`config.mk`:
```
export PLATFORM = sky130hd
export DESIGN_NAME = hpms_top
export DESIGN_NICKNAME = d
export VERILOG_FILES = /design/src/shared/hpms_pkg.sv /design/src/design/hpms_top.sv /design/src/design/hpms_sync.sv
export VERILOG_INCLUDE_DIRS = /design/src /design/src/shared
export SDC_FILE = /design/constraint.sdc
export NUM_CORES = 1
export LEC_CHECK = 0
export ABC_CLOCK_PERIOD_IN_PS = 1300
export BUFFER_PORTS_ARGS = -buffer_cell sky130_fd_sc_hd__buf_2
export CORE_ASPECT_RATIO = 0.7
export CORE_MARGIN = 2
export CORE_UTILIZATION = 50
export CTS_BUF_LIST = sky130_fd_sc_hd__clkbuf_2 sky130_fd_sc_hd__clkbuf_4 sky130_fd_sc_hd__clkbuf_8
export CTS_CLUSTER_SIZE = 30
export DETAILED_ROUTE_END_ITERATION = 12
export GPL_TIMING_DRIVEN = 0
export PLACE_DENSITY_LB_ADDON = 0.15
export SETUP_SLACK_MARGIN = 0.1
export SLEW_MARGIN = 20
export SYNTH_ARGS = -nofsm -noshare
export SYNTH_HDL_FRONTEND = slang
export SYNTH_SLANG_ARGS = --single-unit
```
`constraint.sdc`:
```
create_clock -name clock -period 1.3 [get_ports clock]
set_input_delay 0.13 -clock clock [delete_from_list [all_inputs] [get_ports clock]]
set_output_delay 0.13 -clock clock [all_outputs]
set_load 0.02 [all_outputs]
```
`src/shared/hpms_params.svh`:
```
// constants for the host port mode select block
`ifndef HPMS_PARAMS_SVH
`define HPMS_PARAMS_SVH
`define HPMS_WORD_W 12
`define HPMS_PROTO_BIT 9
`define HPMS_CLK_BIT 10
`define HPMS_DATA_BIT 11
`define HPMS_SHIFT_W 24
`define HPMS_SPI_MAX_KHZ 50000
`define HPMS_I2C_STD_KHZ 100
`define HPMS_I2C_FAST_KHZ 400
`define HPMS_QUEUE_RST 1'b0
`endif

```
`src/shared/hpms_pkg.sv`:
```
// types for the host port mode select block
package hpms_pkg;
  // selected host port, gray coded
  typedef enum logic [1:0] {
    hpms_par_type_e = 2'b00,
    hpms_spi_type_e = 2'b01,
    hpms_i2c_type_e = 2'b11
  } hpms_mode_type;
endpackage

```
`src/design/hpms_top.sv`:
```
// host port mode select: pin routing, sleep, queue strap, serial shift
// Behaviour
// - sleep request high powers analog down
// - serial port keeps working while asleep
// - write queue only with strap and parallel
// - strap sampled at power-up, clear, reset
// - select high, protocol low: four-wire port
// - select high, protocol high: two-wire port
// - parallel mode: shared pins are bits 9-11
// - serial mode: bit-10 pin is clock
// - four-wire shifts in on falling clock edge
// - two-wire supports 100 and 400 kHz
// - two-wire data pin is open drain
// - four-wire readback shifts out on rising edges
// - parallel bit 11 msb, bit 0 lsb
`timescale 1ns/1ps
`default_nettype none
`include "hpms_params.svh"
module hpms_top #(
  parameter int WORD_W = `HPMS_WORD_W,
  parameter int SHIFT_W = `HPMS_SHIFT_W
) (
  input wire logic clock,
  input wire logic rst,
  input wire logic sleep_request,
  input wire logic write_queue_enable,
  input wire logic host_port_select,
  input wire logic clear_event,
  input wire logic [WORD_W-1:0] par_data_in,
  input wire logic par_strobe,
  input wire logic sdo_load,
  input wire logic [SHIFT_W-1:0] sdo_load_word,
  output logic analog_sleep,
  output logic queue_enabled,
  output logic [1:0] port_mode,
  output logic [WORD_W-1:0] par_word,
  output logic par_word_valid,
  output logic [SHIFT_W-1:0] serial_word,
  output logic serial_word_valid,
  output logic serial_output,
  output logic sda_out,
  output logic sda_oe
);
  // synchronised pins
  logic sleep_s, strap_s, sel_s, clr_s, strobe_s;
  logic [WORD_W-1:0] bus_s;
  logic clr_prev_q, strobe_prev_q, clk_prev_q, first_q;
  logic sel_prev_q; // serial select one cycle ago, masks entry glitch
  logic [1:0] settle_q; // counts synchroniser refill after reset
  logic [SHIFT_W-1:0] shift_q, out_q;
  logic [$clog2(SHIFT_W+1)-1:0] cnt_q;
  hpms_pkg::hpms_mode_type mode;
  logic clk_fall, clk_rise;

  hpms_sync u_sleep (.clock(clock), .rst(rst), .async_in(sleep_request), .sync_out(sleep_s));
  hpms_sync u_strap (.clock(clock), .rst(rst), .async_in(write_queue_enable), .sync_out(strap_s));
  hpms_sync u_sel (.clock(clock), .rst(rst), .async_in(host_port_select), .sync_out(sel_s));
  hpms_sync u_clr (.clock(clock), .rst(rst), .async_in(clear_event), .sync_out(clr_s));
  hpms_sync u_stb (.clock(clock), .rst(rst), .async_in(par_strobe), .sync_out(strobe_s));
  // one synchroniser per bus bit
  genvar gi;
  generate
    for (gi = 0; gi < WORD_W; gi++) begin : g_bus
      hpms_sync u_bit (.clock(clock), .rst(rst), .async_in(par_data_in[gi]), .sync_out(bus_s[gi]));
    end
  endgenerate

  // mode decode from select and protocol pin
  always_comb begin
    if (!sel_s) begin
      mode = hpms_pkg::hpms_par_type_e;
    end else if (bus_s[`HPMS_PROTO_BIT]) begin
      mode = hpms_pkg::hpms_i2c_type_e;
    end else begin
      mode = hpms_pkg::hpms_spi_type_e;
    end
  end

  // shared clock pin edges, serial modes only
  // no edge in the first serial cycle: history still holds the parallel bit
  assign clk_fall = sel_s && sel_prev_q && clk_prev_q && !bus_s[`HPMS_CLK_BIT];
  assign clk_rise = sel_s && sel_prev_q && !clk_prev_q && bus_s[`HPMS_CLK_BIT];

  // edge history registers
  always_ff @(posedge clock) begin
    if (rst) begin
      clk_prev_q <= 1'b0;
      clr_prev_q <= 1'b0;
      strobe_prev_q <= 1'b0;
      sel_prev_q <= 1'b0;
      settle_q <= 2'b00;
      first_q <= 1'b0;
    end else begin
      clk_prev_q <= bus_s[`HPMS_CLK_BIT];
      clr_prev_q <= clr_s;
      strobe_prev_q <= strobe_s;
      sel_prev_q <= sel_s;
      settle_q <= {settle_q[0], 1'b1};
      // one sample pulse once the strap synchroniser holds the pin again
      first_q <= (settle_q == 2'b01);
    end
  end

  // analog sleep level, serial untouched
  always_ff @(posedge clock) begin
    if (rst) begin
      analog_sleep <= 1'b0;
    end else begin
      analog_sleep <= sleep_s;
    end
  end

  // strap caught after reset, once synchronisers refill, and on clear edge
  logic strap_q;
  always_ff @(posedge clock) begin
    if (rst) begin
      strap_q <= `HPMS_QUEUE_RST;
    end else if (first_q || (clr_s && !clr_prev_q)) begin
      strap_q <= strap_s;
    end
  end

  // queue only in parallel mode
  always_ff @(posedge clock) begin
    if (rst) begin
      queue_enabled <= 1'b0;
      port_mode <= 2'b00;
    end else begin
      queue_enabled <= strap_q && (mode == hpms_pkg::hpms_par_type_e);
      port_mode <= mode;
    end
  end

  // parallel word capture on strobe rise, bit 11 msb
  always_ff @(posedge clock) begin
    if (rst) begin
      par_word <= '0;
      par_word_valid <= 1'b0;
    end else begin
      par_word_valid <= 1'b0;
      if (mode == hpms_pkg::hpms_par_type_e && strobe_s && !strobe_prev_q) begin
        par_word <= bus_s;
        par_word_valid <= 1'b1;
      end
    end
  end

  // serial shift in on falling edges, ignores sleep
  always_ff @(posedge clock) begin
    if (rst) begin
      shift_q <= '0;
      cnt_q <= '0;
      serial_word <= '0;
      serial_word_valid <= 1'b0;
    end else begin
      serial_word_valid <= 1'b0;
      if (clk_fall) begin
        shift_q <= {shift_q[SHIFT_W-2:0], bus_s[`HPMS_DATA_BIT]};
        if (cnt_q == ($clog2(SHIFT_W+1))'(SHIFT_W-1)) begin
          cnt_q <= '0;
          serial_word <= {shift_q[SHIFT_W-2:0], bus_s[`HPMS_DATA_BIT]};
          serial_word_valid <= 1'b1;
        end else begin
          cnt_q <= cnt_q + 1'b1;
        end
      end else if (!sel_s) begin
        cnt_q <= '0;
      end
    end
  end

  // four-wire readback shifts out on rising edges
  always_ff @(posedge clock) begin
    if (rst) begin
      out_q <= '0;
      serial_output <= 1'b0;
    end else if (sdo_load) begin
      // msb goes out at once so it stands before the first falling edge
      serial_output <= sdo_load_word[SHIFT_W-1];
      out_q <= {sdo_load_word[SHIFT_W-2:0], 1'b0};
    end else if (clk_rise && mode == hpms_pkg::hpms_spi_type_e) begin
      serial_output <= out_q[SHIFT_W-1];
      out_q <= {out_q[SHIFT_W-2:0], 1'b0};
    end
  end

  // open drain data pin: only pull low, two-wire mode
  always_ff @(posedge clock) begin
    if (rst) begin
      sda_out <= 1'b0;
      sda_oe <= 1'b0;
    end else begin
      sda_out <= 1'b0;
      sda_oe <= (mode == hpms_pkg::hpms_i2c_type_e) && clk_rise && !out_q[SHIFT_W-1];
    end
  end

  // checks
  property p_sleep;
    @(posedge clock) disable iff (rst) sleep_s |=> analog_sleep;
  endproperty
  a_sleep: assert property (p_sleep) else $error("sleep not applied");
  property p_queue;
    @(posedge clock) disable iff (rst) queue_enabled |-> !port_mode[0];
  endproperty
  a_queue: assert property (p_queue) else $error("queue on in serial mode");
  property p_strap;
    @(posedge clock) disable iff (rst) !first_q && !(clr_s && !clr_prev_q) |=> $stable(strap_q);
  endproperty
  a_strap: assert property (p_strap) else $error("strap changed outside event");
  property p_spi;
    @(posedge clock) disable iff (rst) sel_s && !bus_s[`HPMS_PROTO_BIT] |=> port_mode == 2'b01;
  endproperty
  a_spi: assert property (p_spi) else $error("four-wire mode not chosen");
  property p_i2c;
    @(posedge clock) disable iff (rst) sel_s && bus_s[`HPMS_PROTO_BIT] |=> port_mode == 2'b11;
  endproperty
  a_i2c: assert property (p_i2c) else $error("two-wire mode not chosen");
  property p_par;
    @(posedge clock) disable iff (rst) par_word_valid |-> !port_mode[0];
  endproperty
  a_par: assert property (p_par) else $error("parallel word in serial mode");
  property p_shift;
    @(posedge clock) disable iff (rst) clk_fall |=> shift_q[0] == $past(bus_s[`HPMS_DATA_BIT]);
  endproperty
  a_shift: assert property (p_shift) else $error("bit not shifted in");
  property p_od;
    @(posedge clock) disable iff (rst) sda_oe |-> !sda_out && port_mode == 2'b11;
  endproperty
  a_od: assert property (p_od) else $error("data pin driven high");
  property p_load;
    @(posedge clock) disable iff (rst) sdo_load |=> serial_output == $past(sdo_load_word[SHIFT_W-1]);
  endproperty
  a_load: assert property (p_load) else $error("readback msb not presented");
endmodule
`default_nettype wire

```
`src/design/hpms_sync.sv`:
```
// two flop synchroniser for one level
`timescale 1ns/1ps
`default_nettype none
module hpms_sync (
  input wire logic clock,
  input wire logic rst,
  input wire logic async_in,
  output logic sync_out
);
  logic meta_q; // first stage, read only by second
  // two stage capture
  always_ff @(posedge clock) begin
    if (rst) begin
      meta_q <= 1'b0;
      sync_out <= 1'b0;
    end else begin
      meta_q <= async_in;
      sync_out <= meta_q;
    end
  end
endmodule
`default_nettype wire

```
Yosys cells after proc, flatten, opt, wreduce, memory -nomap -nowiden
Cells that the tools add are included.
- word-level logic and storage cells: 95
- bits of input ports: 44
- output and inout bits: 45
- flip-flop bits (word level): 137
- reductions and logical operators: 22
- bitwise operators: 1
- equality and inequality tests: 5
- multiplexer cells: 12
- add/sub/neg operators: 1
- operators with widths (operator ; count):
    2-to-1 mux 24 bit ; 2
    2-to-1 mux 5 bit ; 3
    logical AND 1 bit ; 12
    adder 5 x 1 -> 5 bit (second input constant) ; 1
    equality test 5 bit (second input constant) ; 1
    logical NOT 1 bit ; 5
    2-to-1 mux 1 bit ; 5
    equality test 2 x 1 -> 1 bit (second input constant) ; 2
    2-to-1 mux 2 bit ; 2
    equality test 2 bit (second input constant) ; 1
    logical NOT 2 bit ; 1
    != test 2 bit (second input constant) ; 1
    AND reduction 2 bit ; 1
    nonzero test 2 bit ; 1
    OR reduction 2 bit ; 1
    logical OR 1 bit ; 1
    NOT 1 bit ; 1

Longest topological paths before layout
Gate-level depths: netlist of run 1.
- depth after elaboration: 6
- mapped depth: 6
- depth with buffers taken out: 5

Cells and area by module
Synthesis of run 1 repeated with hierarchy kept, for this count alone.
- cells, all modules: 532
- area, all modules: 4883.4 µm²
- modules (own cells, without submodules) (module ; times used ; seq. area each (µm²) ; cells an instance ; area an instance (µm²)):
    hpms_top ; 1 ; 2042.0 ; 464 ; 3990.1
    hpms_sync ; 17 ; 40.0 ; 4 ; 52.6

Worst setup path before layout of run 1
Ideal clock, no wire load.
- path type: reg2reg
- from: register cnt_q[0]
- to: register cnt_q[3]
- setup time: 70 ps
- buffers on the path: 1
- cell stages (with the launch flop): 6
- data arrival time: 1331 ps
- period minus slack after synthesis: 1401 ps
- data required time: 1230 ps
- path slack: -101 ps
- cells stage by stage: dfxtp_1 ha_1 and4b_1 buf_6 or4_1 a21oi_1
- word-level cells in the longest chain between the ends: 3
- elaborated cells on any way between the ends: 4
- those cells by class: 1 x add/sub; 1 x eq/ne; 2 x mux
- ends and longest elaborated chain (item ; line ; RTL):
    start, declared ; hpms_top.sv:51 ; logic [$clog2(SHIFT_W+1)-1:0] cnt_q;
    start signal, assigned ; hpms_top.sv:164 ; cnt_q <= cnt_q + 1'b1;
    adder 5 x 1 -> 5 bit or equality test 5 bit (tied branches) ; hpms_top.sv:164, hpms_top.sv:159 ;
    2-to-1 mux 5 bit (*) ; hpms_top.sv:159 ; if (cnt_q == ($clog2(SHIFT_W+1))'(SHIFT_W-1)) begin
    2-to-1 mux 5 bit (*) ; hpms_top.sv:157 ; if (clk_fall) begin
Every way passes the cells marked *; elsewhere a longest branch is shown, timed or not.
A chain may end at the register's enable or synchronous reset.

Worst setup path after layout of run 1
- from: register cnt_q[0]
- to: register serial_word[4]
- word-level cells in the longest chain between the ends: 2
- ends and longest elaborated chain (item ; line ; RTL):
    equality test 5 bit ; hpms_top.sv:159 ;
    AND reduction 2 bit (no source line) ; -- ;
    end signal, assigned ; hpms_top.sv:161 ; serial_word <= {shift_q[SHIFT_W-2:0], bus_s[`HPMS_DATA_BIT]};
    end, declared ; hpms_top.sv:38 ; output logic [SHIFT_W-1:0] serial_word,
Every way passes these cells.

==> flow_metrics.env, run 1 <==
export IMPL_status="complete, but fails checks"
export IMPL_violations="negative setup slack"
export IMPL_comb_power_share_pct=9.5
export IMPL_io_pins=89
export IMPL_fin_cells=881
export IMPL_place_congestion=0.7818
export IMPL_synth_cells=540
export IMPL_period_minus_slack_ns=1.553
export IMPL_grt_overflow=0
export IMPL_cts_buffers=17
export IMPL_clock_latency_ns=0.46
export IMPL_synth_fp_nets=585
export IMPL_crit_path_max_fanout=4
export IMPL_clock_path_buffers=2
export IMPL_hp_class="primary input to register"
export IMPL_critPathSlowestCell="dfxtp_4"
export IMPL_timing_rr_start="cnt_q[0]$_SDFFE_PP0P_"
export IMPL_min_to="port_mode[0]$_SDFF_PP0_"
export IMPL_grt_pass1_vias=4779
export IMPL_vias=5292
export IMPL_switching_share_pct=26.18
export IMPL_skew_ns=0.01096
export IMPL_end_kind="register"
export IMPL_h_tree_depth=4
export IMPL_clkPwrFrac_pct=39.5
export IMPL_tritoncts="yes"
export IMPL_worstSetupStartpointType="register"
export IMPL_fmax_mhz=643.9
export IMPL_tightest_slew_ns=1.062
export IMPL_path_clk_slew_ns=0.08
export IMPL_crit_family="flip-flops"
export IMPL_vias_per_cell=6.007
export IMPL_p_int_mw=6.310
export IMPL_yosys_area_top_type="dfxtp_1"
export IMPL_dp_cells=754
export IMPL_yosysMostFrequentCell="dfxtp_1"
export IMPL_area_delta_synth_final_pct=67.62
export IMPL_grt_usage_pct=29.65
export IMPL_cp_required_ns=1.61
export IMPL_die_h_um=87.73
export IMPL_drt_total_wl_mm=19.52
export IMPL_floorplan_core_area_sq_mm=0.009722
export IMPL_cts_root_buf="clkbuf_8"
export IMPL_setup_viol=85
export IMPL_nNetsFinal=786
export IMPL_clock_sinks=136
export IMPL_synth_seq_cells=136
export IMPL_reg2reg_setup_slack_ns=-0.25
export IMPL_first_pass_iters=5
export IMPL_syn_avg_cell_area_sq_um=9.273
export IMPL_drv_cap=0
export IMPL_cp_arrival_ns=1.86
export IMPL_portBuffers=86
export IMPL_path_common_cell="buf_6"
export IMPL_dp_slack_ns=-0.2263
export IMPL_ir_drop_uv=928.8
export IMPL_rows=30
export IMPL_grt_max_degree=17
export IMPL_ys_top_cells_by_count="dfxtp_1 (136), nand2_1 (74), a21oi_1 (65)"
export IMPL_powerDensity_mw_per_mm2=1018
export IMPL_ys_top_cells_by_area="dfxtp_1 (54%), a21oi_1 (6.5%), a221oi_2 (6.0%)"
export IMPL_initial_utilization_pct=51.51
export IMPL_grt_pass1_wl_mm=24.41
export IMPL_timing_rr_end="serial_word[4]$_SDFFE_PP0P_"
export IMPL_die_w_um=123.6
export IMPL_holdCritStartpoint="rst"
export IMPL_syn_area_sq_mm=0.005007
export IMPL_n_antenna_cell=0
export IMPL_ys_seq_area_share_pct=54.37
export IMPL_drt_iter0_drc=626
export IMPL_fin_crit_sh_pct=119.5
export IMPL_synthDistinctLibCells=34
export IMPL_power_switching_mw=2.238
export IMPL_cp_num_buf_inv=2
export IMPL_synth_flop_cell="dfxtp_1"
export IMPL_synth_top_area_share_pct=54.37
export IMPL_crit_type="register to register"
export IMPL_synth_edff_count=0
export IMPL_rsz0062_at_grt="yes"
export IMPL_antenna_found_initial=0
export IMPL_finalWorstSetupSlack_ns=-0.2531
export IMPL_seqPwrFrac_pct=51.0
export IMPL_fp_dieArea_sq_mm=0.01084
export IMPL_drc=0
export IMPL_ant_nets=0
export IMPL_hold_viol=0
export IMPL_nFillCells=422
export IMPL_leakage_nw=3.365
export IMPL_cp_cell_sequence="ha_4 > nand4b_1 > buf_6 > buf_6 > o21ai_1 > a21oi_2"
export IMPL_drv_slew=0
export IMPL_fin_util_pct=86.33
export IMPL_layout_drive_gt1_share_pct=54.45
export IMPL_wire_per_inst_um=22.15
export IMPL_cp_slowest_stage_delay_ns=0.38
export IMPL_async_reset_ff_share_pct=0
export IMPL_reg2reg_depth=6
export IMPL_slew_headroom_pct=29.20
export IMPL_ys_warn_count=0
export IMPL_dpl_hpwl_mm=7.723
export IMPL_holdPathStages=4
## final cells by class
class                   instances  area, sq um  area share [%]
multi-input cells             330         3002           35.76
plain buffers                  48        489.2           5.829
clock inverters                11        97.59           1.163
well taps                     128        160.2           1.908
repair buffers                182         1528           18.20
flip-flops and latches        136         2744           32.69
inverters                      26        97.59           1.163
clock buffers                  20        275.3           3.280
## tightest hold or removal path: cells and delay by family
kind / cells / cell delay (ns)
buffers and inverters: 3 / 0.24
AND/OR/NAND/NOR: 1 / 0.09
## repair_timing
action                                 CTS  global route
setup endpoints to repair               85            90
gates cloned                            14             0
hold buffers                            42             0
pin swaps                               70            53
buffers inserted                        30            14
endpoints found under the hold margin   42             0
resized for setup                      228           142
## worst max path at each step
stage | start | cells past startpoint | endpoint
6_report | cnt_q[0]$_SDFFE_PP0P_ | 6 | serial_word[4]$_SDFFE_PP0P_
5_1_grt | cnt_q[0]$_SDFFE_PP0P_ | 6 | serial_word[12]$_SDFFE_PP0P_
4_1_cts | cnt_q[0]$_SDFFE_PP0P_ | 5 | cnt_q[3]$_SDFFE_PP0P_
3_5_place_dp | cnt_q[0]$_SDFFE_PP0P_ | 5 | serial_word[16]$_SDFFE_PP0P_
3_3_place_gp | cnt_q[0]$_SDFFE_PP0P_ | 5 | serial_word[20]$_SDFFE_PP0P_
2_1_floorplan | cnt_q[1]$_SDFFE_PP0P_ | 5 | cnt_q[3]$_SDFFE_PP0P_
## sequential cells by signal (all words and copies together) (netlist names), 2 cells and up
signal,flops
g_bus.u_bit.meta_q,12
settle_q,2
port_mode,2
out_q,23
par_word,12
cnt_q,5
g_bus.u_bit.sync_out,12
serial_word,24
shift_q,23
## power by group through the flow
stage	Clock [mW]	Sequential (mW)	Combinational (mW)
floorplan	0	4.43	0.317
global placement	0	4.43	0.454
detailed placement	0	4.43	0.469
CTS	3.30	4.35	0.720
global route	3.52	4.37	0.853
finish	3.37	4.36	0.810
## layer usage
metal / wire [um] / global-route usage, % / share of wire (%) / vias up
met5: 0 / 0 / 0 / -
met4: 975 / 11.88 / 5.0 / 0
met3: 1664 / 6.836 / 8.5 / 111
li1: - / - / - / 2263
met2: 9129 / 49.35 / 47 / 397
met1: 7749 / 37.59 / 40 / 2521
## placed cells by master (no fill, tap or decap), types with 5 or more instances in the layout
cell | synthesis | final
o21ai_4 | 0 | 6
nand2_4 | 0 | 22
a21oi_1 | 65 | 15
a31oi_4 | 0 | 22
o21ai_2 | 0 | 20
buf_2 | 15 | 88
buf_12 | 0 | 16
nand2_1 | 74 | 23
nand2_2 | 0 | 29
nor2b_1 | 42 | 42
buf_6 | 4 | 29
a21oi_2 | 0 | 50
dfxtp_1 | 136 | 129
dfxtp_4 | 0 | 5
a221oi_2 | 20 | 23
o21ai_0 | 44 | 10
buf_8 | 0 | 9
o21ai_1 | 7 | 15
inv_1 | 26 | 26
nand3_2 | 0 | 8
clkbuf_8 | 0 | 27
buf_4 | 7 | 22
clkbuf_1 | 18 | 10
nand3_1 | 26 | 14
dlygate4sd3_1 | 0 | 42
## through the flow
step | cell area [sq um] | total power [mW] | setup TNS, ns | hold slack, ns
after floorplan | 5170 | 4.744 | -0.05781 | 0.2050
after global placement | 5761 | 4.883 | -6.413 | 0.3280
after detailed placement | 5761 | 4.900 | -8.577 | 0.3298
after CTS | 7772 | 8.366 | -1.060 | 0.02205
after global routing | 8393 | 8.740 | -13.10 | 0.06110
final | 8393 | 8.548 | -10.74 | 0.05988
## kinds of logic after synthesis
group | after synthesis | share of synthesized area, %
buffers and inverters | 74 | 7.046
DFF | 136 | 54.37
adders and majority gates | 1 | 0.2498
other | 1 | 0.07489
AOI/OAI and AO/OA | 162 | 20.99
and+or+nand+nor | 165 | 17.09
xor gates and xnor gates | 1 | 0.1749
(Power assumes the default switching activity.)
==> inputs of run 2 (changes only) <==
Settings changed: SETUP_SLACK_MARGIN 0.1 to unset.
==> run 2 against run 1 <==
Against the previous run:
- the run still ends with negative setup slack left
- routed wire length is 27% lower
- worst hold slack better by 0.048 ns
- critical path depth is 1 lower
- global-route usage is 5.6 points lower
- clock power is 6% higher
- sequential power hardly changed
- worst setup slack better by 0.13 ns
- register-to-register slack better by 0.13 ns
- largest power group unchanged
==> flow_metrics.env, run 2 (synthesized netlist as in run 1, its figures left out) <==
export IMPL_status="complete, but fails checks"
export IMPL_violations="negative setup slack"
export IMPL_wire_per_inst_um=16.56
export IMPL_dp_slack_ns=-0.2722
export IMPL_drt_total_wl_mm=14.21
export IMPL_placed_area_sq_mm=0.005613
export IMPL_dpl_hpwl_mm=7.823
export IMPL_nFillCells=618
export IMPL_antenna_found_initial=0
export IMPL_layout_cells_most_common_list="dfxtp_1 (129), buf_2 (92), nand2_1 (60)"
export IMPL_total_power_mw=8.564
export IMPL_skew_ns=0.01254
export IMPL_clock_sinks=136
export IMPL_end_kind="register"
export IMPL_largest_registers="serial_word (24), out_q (23), shift_q (23)"
export IMPL_area_delta_synth_final_pct=50.27
export IMPL_cp_cell_sequence="buf_12 > nand4b_1 > buf_6 > or3_1 > a21oi_1"
export IMPL_portBuffers=86
export IMPL_nNetsFinal=762
export IMPL_slew_headroom_pct=19.83
export IMPL_fp_dieArea_sq_mm=0.01084
export IMPL_ir_drop_uv=790.4
export IMPL_clock_path_buffers=2
export IMPL_cts_root_buf="clkbuf_8"
export IMPL_drc=0
export IMPL_die_h_um=87.73
export IMPL_cts_buffers=17
export IMPL_leakage_nw=3.057
export IMPL_drv_cap=0
export IMPL_grt_pass1_wl_mm=20.04
export IMPL_clock_latency_ns=0.45
export IMPL_tritoncts="yes"
export IMPL_cp_slowest_stage_delay_ns=0.38
export IMPL_grt_max_degree=17
export IMPL_tightest_slew_ns=1.203
export IMPL_fmax_mhz=701.7
export IMPL_h_tree_depth=4
export IMPL_worstSetupStartpointType="register"
export IMPL_finalWorstSetupSlack_ns=-0.1251
export IMPL_hold_viol=0
export IMPL_vias_per_cell=5.471
export IMPL_path_clk_slew_ns=0.08
export IMPL_drv_slew=0
export IMPL_design_area_sq_mm=0.007525
export IMPL_grt_overflow=0
export IMPL_reg2reg_setup_slack_ns=-0.13
export IMPL_crit_path_max_fanout=6
export IMPL_setup_viol=76
export IMPL_place_congestion=0.8270
export IMPL_fin_util_pct=77.40
export IMPL_period_minus_slack_ns=1.425
export IMPL_rsz0062_at_grt="yes"
export IMPL_top_register="serial_word"
export IMPL_powerDensity_mw_per_mm2=1138
export IMPL_io_pins=89
export IMPL_grt_pass1_vias=4252
export IMPL_layout_drive_gt1_share_pct=40.14
export IMPL_initial_utilization_pct=51.51
export IMPL_critPathSlowestCell="or3_1"
export IMPL_cp_required_ns=1.66
export IMPL_crit_type="register to register"
export IMPL_hp_class="primary input to register"
export IMPL_layout_commonest_cell="dfxtp_1"
export IMPL_largest_reg_flops=24
export IMPL_rows=30
export IMPL_drt_iter0_drc=360
export IMPL_vias=4694
export IMPL_n_antenna_cell=0
export IMPL_fin_crit_sh_pct=109.6
export IMPL_ant_nets=0
export IMPL_timing_hold_ws_ns=0.1078
export IMPL_floorplan_core_area_sq_mm=0.009722
export IMPL_grt_usage_pct=24.04
export IMPL_die_w_um=123.6
export IMPL_first_pass_iters=5
export IMPL_cp_arrival_ns=1.79
==> run 2: cell types whose count changed in the layout (fill, tap and decap cells not counted), sizes merged <==
cell / delta
bufinv: +1
buf: -26
inv: +6
clkbuf: -1
clkinv: -3
==> run 2: stage by stage <==
stage               std cells  setup TNS [ns]
CTS                       847          -1.167
global route              858          -7.118
detailed placement        754          -11.66
finish                    858          -3.378
floorplan                 540         -0.2006
global placement          754          -8.925
==> run 2: critical path, delay by kind of cell (launching register included) <==
family	cells	cell delay, ns
AND/OR/NAND/NOR	2	0.51
flip-flops	1	0.37
AO/OA/AOI/OAI	1	0.17
buffers and inverters	2	0.28
==> run 2: what timing repair did <==
action | 4_1_cts | 5_1_grt
pin swaps | 12 | 63
gates resized for setup | 60 | 164
endpoints found under the setup margin | 85 | 85
setup buffers | 15 | 5
hold buffers | 42 | 0
endpoints found under the hold margin | 42 | 0
cloned | 4 | 9
==> run 2: metal layers <==
metal / routed length, um / global-route usage, % / vias to the layer above / part of all wire [%]
met3: 899 / 7.096 / 31 / 6.3
met4: 279 / 8.264 / 0 / 2.0
li1: - / - / 2223 / -
met1: 6293 / 32.42 / 2241 / 44
met5: 0 / 0 / - / 0
met2: 6737 / 37.06 / 199 / 47
==> run 2: worst paths after layout <==
path,start,to,cells after the start
min,rst,cnt_q[1]$_SDFFE_PP0P_,4
min reg2reg,settle_q[1]$_SDFF_PP0_,first_q$_SDFF_PP0_,1
max reg2reg,port_mode[0]$_SDFF_PP0_,cnt_q[0]$_SDFFE_PP0P_,5
max,port_mode[0]$_SDFF_PP0_,cnt_q[0]$_SDFFE_PP0P_,5
==> run 2: where the power goes <==
group | switching, mW | internal, mW | total [mW]
logic | 0.335 | 0.329 | 0.664
registers | 0.0701 | 4.27 | 4.34
clock network | 1.81 | 1.75 | 3.56
==> run 2: layout make-up <==
class	instances	area, sq um	area share [%]
Multi-Input combinational cell	330	2495	33.16
Inverter	26	97.59	1.297
Tap cell	128	160.2	2.128
Buffer	47	400.4	5.321
Timing Repair Buffer	159	1232	16.38
Clock buffer	17	234.0	3.109
Sequential cell	136	2739	36.40
Clock inverter	15	166.4	2.212
